[src/verilog/srbc_pkg.sv]
//Function
// RQ1: read command loads selected value into result words
// RQ2: host waits 125 ns before reading results
// RQ3: host selects exactly one axis per command
// RQ4: results are binary, negatives two's complement
// RQ5: code 3eh returns mode register two, high zero
// RQ6: mode registers two, three only readable by command
// RQ7: code 3fh returns mode register three, high zero
// RQ8: code 40h returns multi-purpose mode, high zero
// RQ9: code 41h returns pin config one, high zero
// RQ10: code 42h returns pin config two, high zero
// RQ11: code 43h returns 32-bit ramp rate setting
// RQ12: code 44h returns 32-bit start rate setting
// RQ13: code 45h returns 32-bit target rate setting
// RQ14: code 46h returns signed pulse count goal
// RQ15: code 47h returns split length low, width high
// RQ16: code 48h captures data pins in serial mode
// RQ17: pin config three read, code unresolved, high zero
// RQ18: four-byte results split low and high halves
package srbc_pkg;

   // ****************************************************
   // command codes
   // ****************************************************
   localparam logic [7:0] CMD_MODE_TWO = 8'h3e;
   localparam logic [7:0] CMD_MODE_THREE = 8'h3f;
   localparam logic [7:0] CMD_MP_MODE = 8'h40;
   localparam logic [7:0] CMD_PIN_ONE = 8'h41;
   localparam logic [7:0] CMD_PIN_TWO = 8'h42;
   localparam logic [7:0] CMD_RAMP = 8'h43;
   localparam logic [7:0] CMD_START = 8'h44;
   localparam logic [7:0] CMD_TARGET = 8'h45;
   localparam logic [7:0] CMD_GOAL = 8'h46;
   localparam logic [7:0] CMD_SPLIT = 8'h47;
   localparam logic [7:0] CMD_INPUTS = 8'h48;
   // printed code clashes with 42h; default is a free code
   localparam logic [7:0] CMD_PIN_THREE_DEFAULT = 8'h4f;

   // ****************************************************
   // widths, reset values and timing
   // ****************************************************
   localparam int WORD_W = 16;
   localparam int AXES = 2;
   localparam logic [15:0] RESULT_RESET = 16'h0000;
   localparam int CLK_MHZ = 40;
   localparam int READ_WAIT_NS = 125;
   localparam int READ_WAIT_CYC_RAW = (READ_WAIT_NS * CLK_MHZ) / 1000;
   localparam int READ_WAIT_CYC = (READ_WAIT_CYC_RAW < 1) ? 1 : READ_WAIT_CYC_RAW;
   localparam int RESULT_LAT_CYC = 1;

   // ****************************************************
   // decoded command kinds
   // ****************************************************
   typedef enum logic [3:0]
   {
      SRBC_K_NONE = 4'b0000,
      SRBC_K_MODE_TWO = 4'b0001,
      SRBC_K_MODE_THREE = 4'b0010,
      SRBC_K_MP_MODE = 4'b0011,
      SRBC_K_PIN_ONE = 4'b0100,
      SRBC_K_PIN_TWO = 4'b0101,
      SRBC_K_PIN_THREE = 4'b0110,
      SRBC_K_RAMP = 4'b0111,
      SRBC_K_START = 4'b1000,
      SRBC_K_TARGET = 4'b1001,
      SRBC_K_GOAL = 4'b1010,
      SRBC_K_SPLIT = 4'b1011,
      SRBC_K_INPUTS = 4'b1100
   } srbc_kind_t;

endpackage : srbc_pkg

[src/verilog/srbc_pin_sync.sv]
`timescale 1ns/1ps
module srbc_pin_sync
#(
   parameter int W = 16
)
(
   input wire logic i_clk,
   input wire logic i_nrst,
   input wire logic [W-1:0] i_async,
   output logic [W-1:0] o_sync
);
   import srbc_pkg::*;

   // ****************************************************
   // two-stage synchroniser per pin
   // ****************************************************
   genvar g;
   generate
      for (g = 0; g < W; g++)
      begin : g_bit
         logic meta;
         logic stable;
         always_ff @(posedge i_clk or negedge i_nrst)
         begin
            if (!i_nrst)
            begin
               meta <= 1'b0;
               stable <= 1'b0;
            end
            else
            begin
               meta <= i_async[g];
               stable <= meta;
            end
         end
         assign o_sync[g] = stable;
      end
   endgenerate

endmodule : srbc_pin_sync

[src/verilog/srbc_code_decode.sv]
`timescale 1ns/1ps
module srbc_code_decode
#(
   parameter logic [7:0] PIN_THREE_CODE = srbc_pkg::CMD_PIN_THREE_DEFAULT
)
(
   input wire logic [7:0] i_code,
   output srbc_pkg::srbc_kind_t o_kind,
   output logic o_known
);
   import srbc_pkg::*;

   // ****************************************************
   // code to kind
   // ****************************************************
   // pin config three is compared first so a clash with another code still decodes it
   assign o_kind = (i_code == PIN_THREE_CODE) ? SRBC_K_PIN_THREE : // RQ17
                   (i_code == CMD_MODE_TWO) ? SRBC_K_MODE_TWO :
                   (i_code == CMD_MODE_THREE) ? SRBC_K_MODE_THREE :
                   (i_code == CMD_MP_MODE) ? SRBC_K_MP_MODE :
                   (i_code == CMD_PIN_ONE) ? SRBC_K_PIN_ONE :
                   (i_code == CMD_PIN_TWO) ? SRBC_K_PIN_TWO :
                   (i_code == CMD_RAMP) ? SRBC_K_RAMP :
                   (i_code == CMD_START) ? SRBC_K_START :
                   (i_code == CMD_TARGET) ? SRBC_K_TARGET :
                   (i_code == CMD_GOAL) ? SRBC_K_GOAL :
                   (i_code == CMD_SPLIT) ? SRBC_K_SPLIT :
                   (i_code == CMD_INPUTS) ? SRBC_K_INPUTS :
                   SRBC_K_NONE;
   assign o_known = (o_kind != SRBC_K_NONE);

endmodule : srbc_code_decode

[src/verilog/srbc_readback.sv]
`timescale 1ns/1ps
module srbc_readback
#(
   parameter logic [7:0] PIN_THREE_CODE = srbc_pkg::CMD_PIN_THREE_DEFAULT
)
(
   input wire logic i_clk,
   input wire logic i_nrst,
   input wire logic i_cmd_wr,
   input wire logic [7:0] i_cmd_code,
   input wire logic [1:0] i_axis_sel,
   input wire logic i_serial_mode,
   input wire logic [1:0][15:0] i_mode_write_reg_two,
   input wire logic [1:0][15:0] i_mode_write_reg_three,
   input wire logic [1:0][15:0] i_multi_purpose_mode,
   input wire logic [1:0][15:0] i_pin_cfg_one,
   input wire logic [1:0][15:0] i_pin_cfg_two,
   input wire logic [1:0][15:0] i_pin_cfg_three,
   input wire logic [1:0][31:0] i_ramp_rate_setting,
   input wire logic [1:0][31:0] i_start_rate_setting,
   input wire logic [1:0][31:0] i_target_rate_setting,
   input wire logic [1:0][31:0] i_pulse_count_goal,
   input wire logic [1:0][15:0] i_split_length,
   input wire logic [1:0][15:0] i_split_width,
   input wire logic [15:0] i_data_pins,
   output logic [15:0] o_result_low_word,
   output logic [15:0] o_result_high_word,
   output logic o_result_ready,
   output logic o_cmd_unknown
);
   import srbc_pkg::*;

   // ****************************************************
   // axis selection helpers
   // ****************************************************
   // a bad axis field picks axis x rather than blending both axes
   function automatic logic pick_axis(input logic [1:0] sel);
      pick_axis = (sel == 2'b10);
   endfunction : pick_axis

   function automatic logic [15:0] pick16(input logic [1:0] sel, input logic [1:0][15:0] v);
      pick16 = pick_axis(sel) ? v[1] : v[0];
   endfunction : pick16

   function automatic logic [31:0] pick32(input logic [1:0] sel, input logic [1:0][31:0] v);
      pick32 = pick_axis(sel) ? v[1] : v[0];
   endfunction : pick32

   // ****************************************************
   // decode and input capture
   // ****************************************************
   srbc_kind_t kind;
   logic known;
   logic [15:0] pins_sync;

   srbc_code_decode #(.PIN_THREE_CODE(PIN_THREE_CODE)) u_decode
   (
      .i_code(i_cmd_code),
      .o_kind(kind),
      .o_known(known)
   );

   srbc_pin_sync #(.W(WORD_W)) u_pins
   (
      .i_clk(i_clk),
      .i_nrst(i_nrst),
      .i_async(i_data_pins),
      .o_sync(pins_sync)
   );

   // ****************************************************
   // selected per-axis values
   // ****************************************************
   // mode registers two and three leave the block only through these read paths
   logic [15:0] sel_mode_two;
   logic [15:0] sel_mode_three;
   logic [15:0] sel_mp_mode;
   logic [15:0] sel_pin_one;
   logic [15:0] sel_pin_two;
   logic [15:0] sel_pin_three;
   logic [31:0] sel_ramp;
   logic [31:0] sel_start;
   logic [31:0] sel_target;
   logic [31:0] sel_goal;
   logic [15:0] sel_split_len;
   logic [15:0] sel_split_wid;
   logic [15:0] inputs_word;

   assign sel_mode_two = pick16(i_axis_sel, i_mode_write_reg_two); // RQ6
   assign sel_mode_three = pick16(i_axis_sel, i_mode_write_reg_three); // RQ6
   assign sel_mp_mode = pick16(i_axis_sel, i_multi_purpose_mode);
   assign sel_pin_one = pick16(i_axis_sel, i_pin_cfg_one);
   assign sel_pin_two = pick16(i_axis_sel, i_pin_cfg_two);
   assign sel_pin_three = pick16(i_axis_sel, i_pin_cfg_three);
   // settings are read live, so values loaded by a synchronous action show up
   assign sel_ramp = pick32(i_axis_sel, i_ramp_rate_setting); // RQ11
   assign sel_start = pick32(i_axis_sel, i_start_rate_setting); // RQ12
   assign sel_target = pick32(i_axis_sel, i_target_rate_setting); // RQ13
   assign sel_goal = pick32(i_axis_sel, i_pulse_count_goal); // RQ14
   assign sel_split_len = pick16(i_axis_sel, i_split_length);
   assign sel_split_wid = pick16(i_axis_sel, i_split_width);
   // in parallel bus mode the data pins carry the bus itself, so zero is returned
   assign inputs_word = i_serial_mode ? pins_sync : RESULT_RESET; // RQ16

   // ****************************************************
   // result selection
   // ****************************************************
   logic [15:0] next_low;
   logic [15:0] next_high;
   logic load;

   always_comb
   begin
      next_low = RESULT_RESET;
      next_high = RESULT_RESET;
      unique case (kind)
         SRBC_K_NONE:
         begin
            next_low = o_result_low_word;
            next_high = o_result_high_word;
         end
         SRBC_K_MODE_TWO: next_low = sel_mode_two; // RQ5
         SRBC_K_MODE_THREE: next_low = sel_mode_three; // RQ7
         SRBC_K_MP_MODE: next_low = sel_mp_mode; // RQ8
         SRBC_K_PIN_ONE: next_low = sel_pin_one; // RQ9
         SRBC_K_PIN_TWO: next_low = sel_pin_two; // RQ10
         SRBC_K_PIN_THREE: next_low = sel_pin_three; // RQ17
         SRBC_K_RAMP: {next_high, next_low} = sel_ramp; // RQ18
         SRBC_K_START: {next_high, next_low} = sel_start; // RQ18
         SRBC_K_TARGET: {next_high, next_low} = sel_target; // RQ18
         SRBC_K_GOAL: {next_high, next_low} = sel_goal; // RQ4
         SRBC_K_SPLIT:
         begin
            next_low = sel_split_len; // RQ15
            next_high = sel_split_wid; // RQ15
         end
         SRBC_K_INPUTS: next_low = inputs_word; // RQ16
         default:
         begin
            next_low = o_result_low_word;
            next_high = o_result_high_word;
         end
      endcase
   end

   assign load = i_cmd_wr && known; // RQ1

   // ****************************************************
   // result registers
   // ****************************************************
   // one cycle from the command write, well inside the host's wait
   always_ff @(posedge i_clk or negedge i_nrst)
   begin
      if (!i_nrst)
      begin
         o_result_low_word <= RESULT_RESET;
         o_result_high_word <= RESULT_RESET;
      end
      else if (load)
      begin
         o_result_low_word <= next_low; // RQ1
         o_result_high_word <= next_high; // RQ1
      end
   end

   always_ff @(posedge i_clk or negedge i_nrst)
   begin
      if (!i_nrst)
      begin
         o_result_ready <= 1'b0;
         o_cmd_unknown <= 1'b0;
      end
      else
      begin
         o_result_ready <= load;
         o_cmd_unknown <= i_cmd_wr && !known;
      end
   end

   // ****************************************************
   // assertions
   // ****************************************************
   localparam int WAIT_MAX = READ_WAIT_CYC;
endmodule : srbc_readback

[config.mk]
export PLATFORM = sky130hd
export DESIGN_NAME = srbc_readback
export DESIGN_NICKNAME = d
export VERILOG_FILES = /design/src/verilog/srbc_pkg.sv /design/src/verilog/srbc_pin_sync.sv /design/src/verilog/srbc_code_decode.sv /design/src/verilog/srbc_readback.sv
export SDC_FILE = /design/constraint.sdc
export NUM_CORES = 1
export LEC_CHECK = 0
export ABC_AREA = 0
export BUFFER_PORTS_ARGS = -buffer_cell sky130_fd_sc_hd__buf_2
export CORE_AREA = 2 2 225 227
export CTS_BUF_LIST = sky130_fd_sc_hd__clkbuf_8 sky130_fd_sc_hd__clkbuf_16
export DETAILED_ROUTE_END_ITERATION = 10
export DIE_AREA = 0 0 227 229
export MAX_ROUTING_LAYER = met4
export PLACE_DENSITY = 0.45
export SLEW_MARGIN = 20
export SYNTH_ARGS = -nofsm -noshare
export SYNTH_HDL_FRONTEND = slang
export SYNTH_SLANG_ARGS = --single-unit
[constraint.sdc]
create_clock -name i_clk -period 1.21 [get_ports i_clk]
set_input_delay 0.242 -clock i_clk [delete_from_list [all_inputs] [get_ports i_clk]]
set_output_delay 0.242 -clock i_clk [all_outputs]
set_load 0.02 [all_outputs]
==> out/results.ini <==
[timing]
slew_headroom = 0.6466
worst_pin_slew_ns = 0.5278
period_needed_ns = 1.858
skew_ns = 0.01738
hold_ws_ns = 0.1943
hold_viol = 0
timing.final.setup_violations = 36
slew_violations = 0
fin_crit_sh = 1.535
rsz0062_at_grt = yes
max_freq_mhz = 538.3
fin_ws_ns = -0.6477

[drt]
routedWlPerCell_um = 23.01
route.detailed.drc = 0
wl_met2_um = 25640
dr.pass1.iters = 5
wl_met3_um = 2564
ant_nets = 0
routedLengthMet1_um = 24570
via_per_inst = 4.329
top_layer_used = met4
routed_wirelength_um = 53270
drt_iter0_drc = 750
vias = 10020

[setup_path]
max_stage_delay_ns = 0.57
r2r_setup_slack_ns = -0.17
slowest_stage = or4b_4
crit_fanout = 15
critPathLaunch = i_cmd_code[7]
worstSetupPathType = input pin to register
worstSetupStartpointType = input pin
r2r-end = o_result_low_word[15]
arrival_ns = 2.15
cp_data_required_time_ns = 1.50
crit_end = o_result_low_word[2]
path_cells = buf_6 -> or4b_4 -> or3_4 -> buf_12 -> a21oi_1 -> mux4_2 -> nand4b_1 -> o221a_2
worstReg2RegStart = u_pins.g_bit[15].stable
ff2ff_path_depth = 6
endpoint_kind = register

[place]
pre_cts_slack_ns = -1.167
port_buffers = 575
place.gp.congestion = 0.9471
hpwlAfterDp_um = 43220

[clocking]
htreeDepth = 3
cts_tree = done
cts_buffers = 9
cts.sinks = 66
cts.clk_slew.worst_paths_ns = 0.08
cts_max_path_buffers = 2
cts_root_buf = clkbuf_16
clock_latency_ns = 0.36

[global_route]
grt_antenna_before_repair = 9
grt_pass1_vias = 10520
gr-total-overflow = 0
grt_pass1_wl_um = 72480
grt_max_degree = 67
grt_usage = 0.2020

[outcome]
status = complete, but fails checks
violations = setup timing

[logic_synthesis]
ys_types = 52
synthFlopType = dfrtp_1
synth_fp_nets = 1413
synthArstFlopShare = 1.000
avgSynthCellArea_sq_um = 7.865
syn_area_sq_mm = 0.006850
synth_seq_cells = 66
yosys_warnings = 0
syn_inst = 871
synth_edf_count = 0
yosysSeqAreaShare = 0.2411

[finish]
fin_nets = 2172
drive_above_1_share = 0.6122
nFillCells = 5402
multi_input_area_sq_mm = 0.005821
ff_latch_area_sq_mm = 0.001655
syn2layout_area_growth_pct = 112.5

[floorplanning]
initial_utilization = 0.1380
die_w_um = 227
die_y_um = 229
pin_count = 576
die-area_sq_mm = 0.05198
rows = 82
core_sq_mm = 0.04966

[pwr]
power.leakage_nw = 6.632
peakVddDrop_mv = 0.6443
power_density_mw_per_mm2 = 745.4

[run]
cap_viol_max_count = 0

[worst_hold_path]
hold_class = input pin to register

==> logic make-up (layout without fill, tap and decap cells) <==
kind of cell / Yosys count / in the layout / synth area share
AND/OR/NAND/NOR: 277 / 277 / 0.1805
AO/OA/AOI/OAI: 249 / 249 / 0.2418
multiplexers: 172 / 172 / 0.2718
buffers and inverters: 107 / 871 / 0.06484
flip-flops: 66 / 66 / 0.2411
other: 0 / 8 / 0
==> final cells by class <==
| type | instances | area share |
|---|---|---|
| Multi-Input combinational cell | 698 | 0.3998 |
| Antenna cell | 8 | 0.001375 |
| Tap cell | 672 | 0.05775 |
| Timing Repair Buffer | 835 | 0.4004 |
| Clock inverter | 6 | 0.004985 |
| Inverter | 20 | 0.005586 |
| Clock buffer | 10 | 0.01641 |
| Sequential cell | 66 | 0.1137 |
==> registers in the layout, indices dropped and copies added (netlist names) <==
name and count:
u_pins.g_bit.stable 16, o_result_high_word 16, o_result_low_word 16, o_result_ready 1
o_cmd_unknown 1, u_pins.g_bit.meta 16
==> worst max-delay path, delay by kind of cell <==
family,cells,cell delay [ns]
mux,1,0.24
simple gates,3,1.07
buf+inv,2,0.26
compound gates,2,0.31
==> how the worst min path moves through the flow <==
stage / startpoint / to / slack, ns / cells after the start
6_report: i_cmd_wr / o_cmd_unknown / 0.19 / 3
5_1_grt: i_cmd_wr / o_cmd_unknown / 0.21 / 3
4_1_cts: i_cmd_wr / o_cmd_unknown / 0.15 / 3
3_5_place_dp: i_nrst / o_result_low_word[0] / 0.30 / 2
3_3_place_gp: i_nrst / o_result_low_word[0] / 0.29 / 2
2_1_floorplan: i_nrst / o_cmd_unknown / -0.05 / 0
==> per-stage QoR <==
step,util,TNS [ns],cell area [sq um],instances,total power [mW]
2_1_floorplan,-,-22.22,7117,871,4.651
3_5_place_dp,0.2413,-34.19,11980,2217,7.121
5_1_grt,0.2932,-18.28,14560,2315,11.43
3_3_place_gp,0.2413,-33.97,11980,2217,7.137
4_1_cts,0.2796,-16.25,13880,2294,10.72
6_report,0.2932,-16.55,14560,2315,10.85
==> layer usage <==
metal,track usage,up-vias
met1,0.2685,4837
met3,0.02566,24
met5,-,-
met2,0.3305,352
met4,0.03595,0
li1,-,4808
==> placed cells by master (no fill, tap or decap), types with 17 or more instances in the layout <==
master         netlist  routed
mux2i_2              0      21
nand3_1             20      18
dlygate4sd3_1        0      17
nor2_1              55      53
a21oi_1             58      47
o22ai_1             71      49
mux2i_1            159     116
buf_2               22     559
buf_4                0     171
buf_12               0      31
nand2_1            146     140
dfrtp_1             66      63
mux2i_4              0      22
o21ai_1              1      17
inv_1               20      18
buf_6                2      31
==> repair_timing <==
item                                    4_1_cts  5_1_grt
pin swaps                                    34       25
endpoints found under the hold margin        82        0
hold buffers                                 17        0
cloned                                       13        2
setup buffers                                32       15
gates resized for setup                     176       99
endpoints found under the setup margin       38       41
==> where the power goes <==
part	switching (mW)	total (mW)	internal, mW	leakage (nW)
logic	2.53	4.97	2.44	5.71
clock network	1.30	2.98	1.68	0.150
registers	0.295	2.90	2.60	0.771
==> synthesized netlist by cell type, drive strengths merged (11+ instances only) <==
cell / count / area (sq um)
o311ai: 16 / 140.1
clkbuf: 53 / 198.9
nor2: 55 / 206.5
o22ai: 71 / 444.2
a22oi: 16 / 120.1
o21ai: 30 / 150.1
nand2: 146 / 548.0
dfrtp: 66 / 1652
nor3: 25 / 150.1
mux2i: 159 / 1592
mux4: 11 / 247.7
buf: 34 / 170.2
a21oi: 58 / 290.3
inv: 20 / 75.07
nand3: 20 / 100.1
No activity file was read; power rests on OpenSTA's default activity.
